===== config.mk =====
export PLATFORM = sky130hd
export DESIGN_NAME = fspd_monitor
export DESIGN_NICKNAME = d
export VERILOG_FILES = /design/src/rtl/fspd_pkg.sv /design/src/rtl/fspd_filter.sv /design/src/rtl/fspd_monitor.sv
export SDC_FILE = /design/constraint.sdc
export NUM_CORES = 1
export LEC_CHECK = 0
export ABC_AREA = 0
export BUFFER_PORTS_ARGS = -buffer_cell sky130_fd_sc_hd__clkbuf_2
export CAP_MARGIN = 10
export CORE_MARGIN = 2
export CORE_UTILIZATION = 50
export CTS_CLUSTER_SIZE = 12
export DETAILED_ROUTE_END_ITERATION = 12
export GPL_TIMING_DRIVEN = 0
export PLACE_DENSITY_LB_ADDON = 0.15
export SLEW_MARGIN = 0
export SYNTH_ARGS = -nofsm -noshare
export SYNTH_HDL_FRONTEND = slang
export SYNTH_SLANG_ARGS = --single-unit

===== constraint.sdc =====
create_clock -name sys_clk -period 5.05 [get_ports sys_clk]
set_input_delay 1.01 -clock sys_clk [delete_from_list [all_inputs] [get_ports sys_clk]]
set_output_delay 1.01 -clock sys_clk [all_outputs]
set_load 0.005 [all_outputs]

===== src/rtl/fspd_pkg.sv =====
/*
 * fspd_pkg: shared constants, field positions and carrier types of the
 * fan speed monitor.
 * assumes a 200 MHz system clock and a 32-bit byte-addressed register port.
 */
package fspd_pkg;

    // clocking
    localparam int SYS_CLK_HZ = 200_000_000;
    localparam int REF_CLK_HZ = 100_000;
    localparam int REF_DIV = SYS_CLK_HZ / REF_CLK_HZ;
    localparam int FILT_TICKS = 2;

    // register port geometry
    localparam int ADDR_W = 4;
    localparam int DATA_W = 32;
    localparam int CNT_W = 16;

    // register byte offsets
    localparam logic [ADDR_W-1:0] OFS_CTRL = 4'h0;
    localparam logic [ADDR_W-1:0] OFS_STAT = 4'h4;
    localparam logic [ADDR_W-1:0] OFS_HI = 4'h8;
    localparam logic [ADDR_W-1:0] OFS_LO = 4'hC;

    // control field positions
    localparam int CTL_EN_BIT = 0;
    localparam int CTL_FILT_BIT = 8;
    localparam int CTL_MODE_BIT = 10;
    localparam int CTL_EDGE_LSB = 11;
    localparam int CTL_RDYIE_BIT = 14;
    localparam int CTL_TOGIE_BIT = 15;
    localparam int CTL_CNT_LSB = 16;

    // status field positions, write one to clear
    localparam int ST_OOL_BIT = 0;
    localparam int ST_TOG_BIT = 1;
    localparam int ST_RDY_BIT = 2;

    // reset values and counter limits
    localparam logic [CNT_W-1:0] HI_RST = 16'hFFFF;
    localparam logic [CNT_W-1:0] LO_RST = 16'h0000;
    localparam logic [CNT_W-1:0] CNT_ZERO = 16'h0000;
    localparam logic [CNT_W-1:0] CNT_ONE = 16'h0001;
    localparam logic [CNT_W-1:0] CNT_MAX = 16'hFFFF;
    localparam logic [CNT_W-1:0] CNT_NEAR_MAX = 16'hFFFE;

    // measurement interval lengths in input edges
    localparam logic [3:0] EDGES_SEL0 = 4'h2;
    localparam logic [3:0] EDGES_SEL1 = 4'h3;
    localparam logic [3:0] EDGES_SEL2 = 4'h5;
    localparam logic [3:0] EDGES_SEL3 = 4'h9;
    localparam logic [3:0] EDGE_FIRST = 4'h1;

    typedef enum logic [2:0] {
        ST_IDLE = 3'b001,
        ST_FREE = 3'b010,
        ST_GATED = 3'b100
    } fspd_state_t;

    typedef struct packed {
        logic [ADDR_W-1:0] addr;
        logic [DATA_W-1:0] wdata;
        logic wr;
        logic rd;
    } fspd_req_t;

    typedef struct packed {
        logic togIe;
        logic rdyIe;
        logic [1:0] edgeSel;
        logic mode;
        logic filtEn;
        logic en;
    } fspd_ctrl_t;

    function automatic logic [3:0] fspd_edges(input logic [1:0] sel);
        case (sel)
            2'h0: return EDGES_SEL0;
            2'h1: return EDGES_SEL1;
            2'h2: return EDGES_SEL2;
            default: return EDGES_SEL3;
        endcase
    endfunction

endpackage

===== src/rtl/fspd_filter.sv =====
/*
 * fspd_filter: synchroniser and glitch filter for the fan pulse pin.
 * assumes refTick is a one-cycle enable at the reference rate and rstN is
 * already synchronised to sys_clk.
 */
`timescale 1ns/10ps
`default_nettype none
module fspd_filter
    import fspd_pkg::*;
#(
    parameter int TICKS = FILT_TICKS
) (
    // clock and reset
    input wire logic sys_clk,
    input wire logic rstN,
    // control
    input wire logic refTick,
    input wire logic filtEn,
    // pin and clean level
    input wire logic fanPulseIn,
    output logic level
);

    // the tick counter is two bits wide
    if (TICKS < 1 || TICKS > 3) begin
        $error("fspd_filter: TICKS out of range");
    end

    typedef struct packed {
        logic sync1;
        logic sync2;
        logic level;
        logic [1:0] stable;
    } fspd_flt_st_t;

    fspd_flt_st_t q, n;

    always_comb begin
        n = q;
        n.sync1 = fanPulseIn;
        n.sync2 = q.sync1;
        if (!filtEn) begin
            n.level = q.sync2;
            n.stable = 2'h0;
        end else if (q.sync2 == q.level) begin
            n.stable = 2'h0;
        end else if (refTick) begin
            // seen on TICKS+1 ticks in a row, so the pulse outlasted TICKS periods
            if (q.stable == 2'(TICKS)) begin
                n.level = q.sync2;
                n.stable = 2'h0;
            end else begin
                n.stable = q.stable + 2'h1;
            end
        end
    end

    always_ff @(posedge sys_clk or negedge rstN) begin
        if (!rstN) begin
            q <= '0;
        end else begin
            q <= n;
        end
    end

    assign level = q.level;
endmodule
`default_nettype wire


===== src/rtl/fspd_monitor.sv =====
/*
 * fspd_monitor: fan speed monitor with free-running and reference-gated
 * measurement, limit check and one interrupt output.
 * assumes a single 200 MHz clock, a register port with one-cycle strobes
 * and read data one cycle later, and an asynchronous fan pulse pin.
 */
// The implementer's own choice: the plain strobed port.
`timescale 1ns/10ps
`default_nettype none
module fspd_monitor
    import fspd_pkg::*;
#(
    parameter int REF_DIV_P = REF_DIV
) (
    // clock and reset
    input wire logic sys_clk,
    input wire logic rst_n,
    // register port
    input wire fspd_req_t regReq,
    output logic [DATA_W-1:0] regRdata,
    // fan side
    input wire logic fanPulseIn,
    // interrupt
    output logic tachIrq
);

    localparam int DIV_W = $clog2(REF_DIV_P);

    // divider needs at least two phases and fits twelve bits
    if (REF_DIV_P < 2 || REF_DIV_P > 4096) begin
        $error("fspd_monitor: REF_DIV_P out of range");
    end

    typedef struct packed {
        logic [DIV_W-1:0] divCnt;
        fspd_ctrl_t ctl;
        logic [CNT_W-1:0] hiLim;
        logic [CNT_W-1:0] loLim;
        logic [CNT_W-1:0] cnt;
        logic [CNT_W-1:0] countField;
        logic [3:0] edgeCnt;
        logic prevLevel;
        logic ool;
        logic tog;
        logic rdy;
        fspd_state_t state;
        logic [DATA_W-1:0] rdata;
    } fspd_st_t;

    fspd_st_t q, n;
    logic rstMetaN;
    logic rstN;
    logic level;
    logic refTick;
    logic rise;
    logic anyEdge;
    logic edgeHit;
    logic satHit;
    logic latch;
    logic [CNT_W-1:0] latchVal;
    logic [3:0] edgeTarget;
    logic setOol;
    logic [DATA_W-1:0] clrMask;
    logic [DATA_W-1:0] ctlWord;
    logic [DATA_W-1:0] statWord;

    // reset release through two flops; assertion stays asynchronous
    always_ff @(posedge sys_clk or negedge rst_n) begin
        if (!rst_n) begin
            rstMetaN <= 1'b0;
            rstN <= 1'b0;
        end else begin
            rstMetaN <= 1'b1;
            rstN <= rstMetaN;
        end
    end

    fspd_filter #(
        .TICKS(FILT_TICKS)
    ) u_filter (
        .sys_clk(sys_clk),
        .rstN(rstN),
        .refTick(refTick),
        .filtEn(q.ctl.filtEn),
        .fanPulseIn(fanPulseIn),
        .level(level)
    );

    always_comb begin
        n = q;
        latch = 1'b0;
        latchVal = q.countField;
        edgeHit = 1'b0;
        satHit = 1'b0;
        setOol = 1'b0;
        clrMask = '0;

        // reference rate as a one-cycle enable
        refTick = (q.divCnt == DIV_W'(REF_DIV_P - 1));
        n.divCnt = refTick ? '0 : q.divCnt + DIV_W'(1);

        rise = level && !q.prevLevel;
        anyEdge = level ^ q.prevLevel;
        n.prevLevel = level;
        edgeTarget = fspd_edges(q.ctl.edgeSel);

        case (q.state)
            ST_IDLE: begin
                n.cnt = CNT_ZERO;
                n.edgeCnt = '0;
                if (q.ctl.en) begin
                    n.state = q.ctl.mode ? ST_GATED : ST_FREE;
                end
            end
            ST_FREE: begin
                if (!q.ctl.en || q.ctl.mode) begin
                    n.state = ST_IDLE;
                end else if (rise) begin
                    // wraps naturally at the field width
                    n.cnt = q.cnt + CNT_ONE;
                    latch = 1'b1;
                    latchVal = q.cnt + CNT_ONE;
                end
            end
            ST_GATED: begin
                edgeHit = anyEdge && (q.edgeCnt != '0) && (q.edgeCnt + 4'h1 == edgeTarget);
                satHit = refTick && (q.cnt == CNT_NEAR_MAX);
                if (!q.ctl.en || !q.ctl.mode) begin
                    n.state = ST_IDLE;
                end else if (edgeHit) begin
                    // the closing edge also opens the next interval
                    latch = 1'b1;
                    latchVal = q.cnt;
                    n.rdy = 1'b1;
                    n.cnt = CNT_ZERO;
                    n.edgeCnt = EDGE_FIRST;
                end else if (satHit) begin
                    // stalled fan: a full count means the selected number of edges did not arrive within ~655 ms
                    latch = 1'b1;
                    latchVal = CNT_MAX;
                    n.rdy = 1'b1;
                    n.cnt = CNT_ZERO;
                    n.edgeCnt = '0;
                end else if (anyEdge && q.edgeCnt == '0) begin
                    // first edge restarts timing so the first interval is honest
                    n.cnt = CNT_ZERO;
                    n.edgeCnt = EDGE_FIRST;
                end else begin
                    if (anyEdge) begin
                        n.edgeCnt = q.edgeCnt + 4'h1;
                    end
                    if (refTick) begin
                        n.cnt = q.cnt + CNT_ONE;
                    end
                end
            end
            default: begin
                n.state = ST_IDLE;
            end
        endcase

        if (latch) begin
            n.countField = latchVal;
            setOol = (latchVal > q.hiLim) || (latchVal < q.loLim);
        end

        // register writes
        if (regReq.wr) begin
            case (regReq.addr)
                OFS_CTRL: begin
                    n.ctl.en = regReq.wdata[CTL_EN_BIT];
                    n.ctl.filtEn = regReq.wdata[CTL_FILT_BIT];
                    n.ctl.mode = regReq.wdata[CTL_MODE_BIT];
                    n.ctl.edgeSel = regReq.wdata[CTL_EDGE_LSB +: 2];
                    n.ctl.rdyIe = regReq.wdata[CTL_RDYIE_BIT];
                    n.ctl.togIe = regReq.wdata[CTL_TOGIE_BIT];
                end
                OFS_STAT: clrMask = regReq.wdata;
                OFS_HI: n.hiLim = regReq.wdata[CNT_W-1:0];
                OFS_LO: n.loLim = regReq.wdata[CNT_W-1:0];
                default: clrMask = '0;
            endcase
        end

        // set beats a same-cycle clear
        n.ool = (q.ool && !clrMask[ST_OOL_BIT]) || setOol;
        n.tog = (q.tog && !clrMask[ST_TOG_BIT]) || (anyEdge && q.ctl.en);
        n.rdy = (q.rdy && !clrMask[ST_RDY_BIT]) || (n.rdy && !q.rdy) || (latch && q.state == ST_GATED);

        // read data stands only in the cycle after the strobe; reads change nothing
        ctlWord = '0;
        ctlWord[CTL_CNT_LSB +: CNT_W] = q.countField;
        ctlWord[CTL_TOGIE_BIT] = q.ctl.togIe;
        ctlWord[CTL_RDYIE_BIT] = q.ctl.rdyIe;
        ctlWord[CTL_EDGE_LSB +: 2] = q.ctl.edgeSel;
        ctlWord[CTL_MODE_BIT] = q.ctl.mode;
        ctlWord[CTL_FILT_BIT] = q.ctl.filtEn;
        ctlWord[CTL_EN_BIT] = q.ctl.en;
        statWord = '0;
        statWord[ST_OOL_BIT] = q.ool;
        statWord[ST_TOG_BIT] = q.tog;
        statWord[ST_RDY_BIT] = q.rdy;
        n.rdata = '0;
        if (regReq.rd) begin
            case (regReq.addr)
                OFS_CTRL: n.rdata = ctlWord;
                OFS_STAT: n.rdata = statWord;
                OFS_HI: n.rdata = {{(DATA_W - CNT_W){1'b0}}, q.hiLim};
                OFS_LO: n.rdata = {{(DATA_W - CNT_W){1'b0}}, q.loLim};
                default: n.rdata = '0;
            endcase
        end
    end

    always_ff @(posedge sys_clk or negedge rstN) begin
        if (!rstN) begin
            q <= '0;
            q.hiLim <= HI_RST;
            q.loLim <= LO_RST;
            q.state <= ST_IDLE;
        end else begin
            q <= n;
        end
    end

    assign regRdata = q.rdata;
    // enables gate only the event kinds that have one; out of limit always fires
    assign tachIrq = q.ool || (q.rdy && q.ctl.rdyIe) || (q.tog && q.ctl.togIe);
endmodule
`default_nettype wire


== Yosys cells after proc, flatten, opt, wreduce, memory -nomap -nowiden ==
Index checks and enable logic that the tools add are counted.

* Register bits: 132
* Output and inout port bits: 33

* Add/subtract/negate cells: 4
* $lt $le $gt $ge: 2
* Eq/ne operators: 25
* Muxes and demuxes: 48
* Bitwise logic cells: 1
* Reductions and logical operators: 42

{| class="wikitable"
|+ Operators by type and width
! kind !! number
|-
| 2-to-1 mux 16 bit || 12
|-
| case mux 32 bit (4 select lines) || 1
|-
| case mux 16 bit (3 select lines) || 1
|-
| 2-to-1 mux 32 bit || 1
|-
| case mux 16 bit (2 select lines) || 1
|-
| 2-to-1 mux 3 bit || 8
|-
| 2-to-1 mux 4 bit || 5
|-
| adder 16 x 1 -> 16 bit (second input constant) || 1
|-
| == test 16 bit (second input constant) || 1
|-
| greater-than comparator 16 bit || 1
|-
| < comparator 16 bit || 1
|-
| != test 2 bit (second input constant) || 7
|-
| logical AND 1 bit || 13
|-
| 2-to-1 mux 1 bit || 12
|-
| case mux 4 bit (3 select lines) || 1
|-
| adder 11 x 1 -> 11 bit (second input constant) || 1
|-
| == test 11 bit (second input constant) || 1
|-
| 2-to-1 mux 11 bit || 1
|-
| != test 5 bit (second input constant) || 2
|-
| logical OR 1 bit || 9
|-
| case mux 3 bit (3 select lines) || 1
|-
| AND reduction 3 bit || 3
|-
| == test 4 bit (second input constant) || 2
|-
| zero test 4 bit || 2
|-
| other kinds (23) || 34
|}

== Longest topological paths before layout ==
* Depth after elaboration: 11
* Gate-level depth with buffers: 20
* Depth with buffers taken out: 17

== Hierarchy ==
A second synthesis with hierarchy kept.

* Cell total of the unflattened synthesis: 746
* Area, all modules: 7302.0 µm²

{| class="wikitable"
|+ By module, submodules not included
! module !! times used !! cells each !! area each (µm²)
|-
| fspd_monitor || 1 || 729 || 7081.8
|-
| fspd_filter || 1 || 17 || 220.2
|}

== Least setup slack after synthesis ==
No wires, ideal clock.

* Path kind: reg2reg
* Start: reg q[39] in the netlist's numbering
* End: reg q[37] in the netlist's numbering
* Arrival time: 3.786 ns
* Required time: 4.921 ns
* Slack: 1.135 ns
* Cell stages (with the launch flop): 19
* Buffers on the path: 2
* Cells stage by stage: dfrtp_1 buf_4 inv_1 ha_1 or4_1 o311ai_2 o211a_2 o32a_2 buf_6 o21ai_2 a221oi_1 ha_1 a21o_1 a2111oi_0 o21ai_0 o221ai_1 nand3_1 o21ai_0 a31oi_1

{| class="wikitable"
|+ RTL lines
! element !! line !! source
|-
| from (decl) || fspd_monitor.sv:50 || <nowiki>fspd_st_t q, n;</nowiki>
|-
| from (signal assigned) || fspd_monitor.sv:222 || <nowiki>q <= n;</nowiki>
|}

==> impl_metrics.csv <==
group,metric,value,unit
clock_network,htreeDepth,4,
power_and_ir_drop,peakVddDrop,0.233,mV
setup_path,crit_path_start_kind,"flop",
layout,syn2layout_area_growth,14.5,%
floorplanning,dieArea,0.0160,mm²
global_routing,track_usage,24.5,%
logic_synthesis,ys_warn_count,0,
logic_synthesis,synth_seq_cells,132,
global_routing,antenna_found_initial,0,
clock_network,cts_buffers,17,
detailed_routing,drc_errors,0,
logic_synthesis,ys.flop_type,"dfrtp_1",
layout,n_antenna_cell,0,
detailed_routing,ant_nets,0,
logic_synthesis,syn_area,0.00751,mm²
logic_synthesis,syn_area_per_cell,9.81,µm²
timing,hold_violations,0,
setup_path,cp_max_fo,10,
power_and_ir_drop,p_leak,4.14,nW
timing,setup_viol,0,
logic_synthesis,async_reset_ff_share,100,%
logic_synthesis,yosysUniqueCellTypes,74,
outcome,outcome,"completed",
hold_path,hp-start,"u_filter.n[3]$_DFF_PN0_",
global_routing,grt_overflow_total,0,
setup_path,reg2reg_from,"q[39]$_DFFE_PN0P_",
clock_network,cts_tree,"yes",
timing,fin_ws,340,ps
setup_path,critPathArrivalTime,5050,ps
run,cap_violations,0,
setup_path,cp-end-kind,"flop",
setup_path,r2r_slack,340,ps
global_routing,grt_pass1_vias,5867,
timing,fin_skew,9.09,ps
timing,drv_slew,0,
floorplanning,ios,74,
detailed_routing,vias_per_cell,5.79,
timing,fmax,0.212,GHz
layout,drive_gt1_share,25.0,%
clock_network,clk_path_buf_depth,2,
logic_synthesis,yosysSeqAreaShare,44.3,%
floorplanning,die_h,127,µm
hold_path,min_path_cells,0,
layout,fillCellCount,1244,
detailed_routing,firstDrtPassIters,6,
floorplanning,die_width,127,µm
timing,tns,0,ps
clock_network,ctsHoldBuffers,0,
layout,seqCellArea,0.00333,mm²
detailed_routing,via_count,6015,
placement,dp_slack,226,ps
logic_synthesis,synth_edf_count,0,
detailed_routing,drt_iter0_markers,442,
power_and_ir_drop,powerDensity,350,mW/mm²
placement,placed_area,0.00806,mm²
timing,holdWs,350,ps
placement,place.gp.congestion,0.908,
global_routing,grt_pass1_wl,30600,µm
timing,tightestPinTransition,1000,ps
clock_network,cts_sinks,132,
timing,fin_crit,4710,ps
setup_path,crit-reg2reg-capture,"q[37]$_DFF_PN0_",
layout,multi_input_area,0.00358,mm²
power_and_ir_drop,power,3.01,mW
layout,final_cell_area,0.00860,mm²
clock_network,clock_latency,430,ps
floorplanning,start_util,51.5,%
hold_path,hold_end,"u_filter.q[3]$_DFF_PN0_",
logic_synthesis,syn-num-nets,844,
clock_network,path_clk_slew,60,ps
timing,slew_headroom,32.6,%
placement,placedCellCount,1008,
layout,utilization,59.0,%
timing,rsz0062_at_grt,"false",
placement,portBuffers,57,
logic_synthesis,syn_inst,766,
clock_network,root_buffer,"clkbuf_16",
setup_path,r2r_cells,17,
placement,dp_hpwl,13700,µm
setup_path,crit_type,"reg -> reg",
timing,finalCritPeriodShare,93.3,%
detailed_routing,routed_wl,18700,µm
layout,nets,921,
setup_path,critical_path_required,5390,ps
hold_path,hold_path.class,"reg -> reg",
global_routing,grt_max_degree,70,
floorplanning,row_count,44,
layout,fin_cells,1039,
floorplanning,coreArea,0.0146,mm²
detailed_routing,wl_per_cell,18.0,µm
==> cell usage after synthesis, types with 23 or more instances <==
cell type  instances  area share, %
inv_1             47            2.3
mux2_2            43            6.4
o21ai_0           23            1.5
nand2_1           66            3.3
buf_4             37            3.7
a21oi_1           40            2.7
nor3_1            25            1.7
a31oi_1           26            2.2
nor2_1            62            3.1
ha_1              37            6.2
and3_1            25            2.1
dfrtp_1          115             38
==> where the power goes <==
group          switching [mW]  internal (mW)  total [mW]
Combinational           0.315          0.255       0.570
Sequential              0.107           1.19        1.30
Clock                   0.464          0.681        1.15
==> logic make-up (layout without fill, tap and decap cells) <==
family / count (synthesis) / count (layout) / share of synthesized area, %
AND/OR/NAND/NOR: 249 / 249 / 16.7
AO/OA/AOI/OAI: 173 / 173 / 16.0
flip-flops: 132 / 132 / 44.3
buffers and inverters: 114 / 203 / 8.13
multiplexers: 50 / 50 / 7.54
adder cells (fa/ha/maj): 37 / 37 / 6.16
XOR/XNOR: 10 / 10 / 1.17
other: 1 / 1 / 0.0499
==> routing by layer <==
metal / GRT usage, % / vias up / wire (µm) / part of all wire, %
met1: 33.9 / 2927 / 8860 / 47
met2: 38.0 / 166 / 8500 / 45
li1: - / 2888 / - / -
met4: 9.70 / 0 / 524 / 2.8
met3: 4.85 / 34 / 812 / 4.3
met5: 0 / - / 0 / 0
==> final cells by class <==
cell class	instances	area share, %
Tap cell	184	2.68
Clock inverter	10	1.02
Buffer	67	5.05
Sequential cell	132	38.7
Multi-Input combinational cell	520	41.6
Inverter	47	2.05
Clock buffer	21	5.24
Timing Repair Buffer	58	3.64
==> worst max-delay path: stages (launching register included) <==
cell      delay (ps)
dfrtp_1          360
buf_4            170
inv_1             50
ha_1             380
or4_1            510
o311ai_2         120
o211a_2          350
buf_4            230
buf_4            230
a211oi_1         110
nor3_1           510
ha_1             370
and4_1           250
a221o_1          340
a21oi_1          200
o211a_1          160
o21ai_0           80
a31oi_1          200
==> what timing repair did <==
action / CTS / global route
buffers inserted: 0 / 0
resized for setup: 0 / 1
endpoints found under the setup margin: 0 / 1
==> cell usage in the layout (no fill, tap or decap), types with 9 or more instances in the layout <==
cell	Yosys	final
nand3_1	19	19
a211oi_1	10	10
o21ai_0	23	23
a21oi_1	40	40
dfstp_2	17	17
a31oi_1	26	26
clkbuf_2	0	57
ha_1	37	37
nor3_1	25	24
inv_1	47	47
clkbuf_16	0	17
clkbuf_1	19	22
buf_4	37	37
dfrtp_1	115	114
mux2_2	43	43
nand2_1	66	66
nor2_1	62	62
and3_1	25	25
a22oi_1	9	9
==> flip-flops by register name, summed over array words and instances, names as in the netlist <==
name and flops:
q 70, regRdata 32, ctlWord 23, u_filter.q 3, rstMetaN 1, rstN 1, u_filter.level 1, u_filter.n 1
==> worst max path at each step <==
stage | start | endpoint | slack (ps) | depth (start not counted)
2_1_floorplan | rstN$_DFF_PN0_ | ctlWord[0]$_DFFE_PN0P_ | 1130 | 0
3_3_place_gp | rstN$_DFF_PN0_ | regRdata[7]$_DFF_PN0_ | -270 | 0
3_5_place_dp | q[114]$_DFF_PN0_ | q[37]$_DFF_PN0_ | 230 | 17
4_1_cts | q[39]$_DFFE_PN0P_ | q[37]$_DFF_PN0_ | 210 | 18
5_1_grt | q[39]$_DFFE_PN0P_ | q[37]$_DFF_PN0_ | 90 | 18
6_report | q[39]$_DFFE_PN0P_ | q[37]$_DFF_PN0_ | 340 | 17
Note: power is estimated with default switching activity, not from simulation.
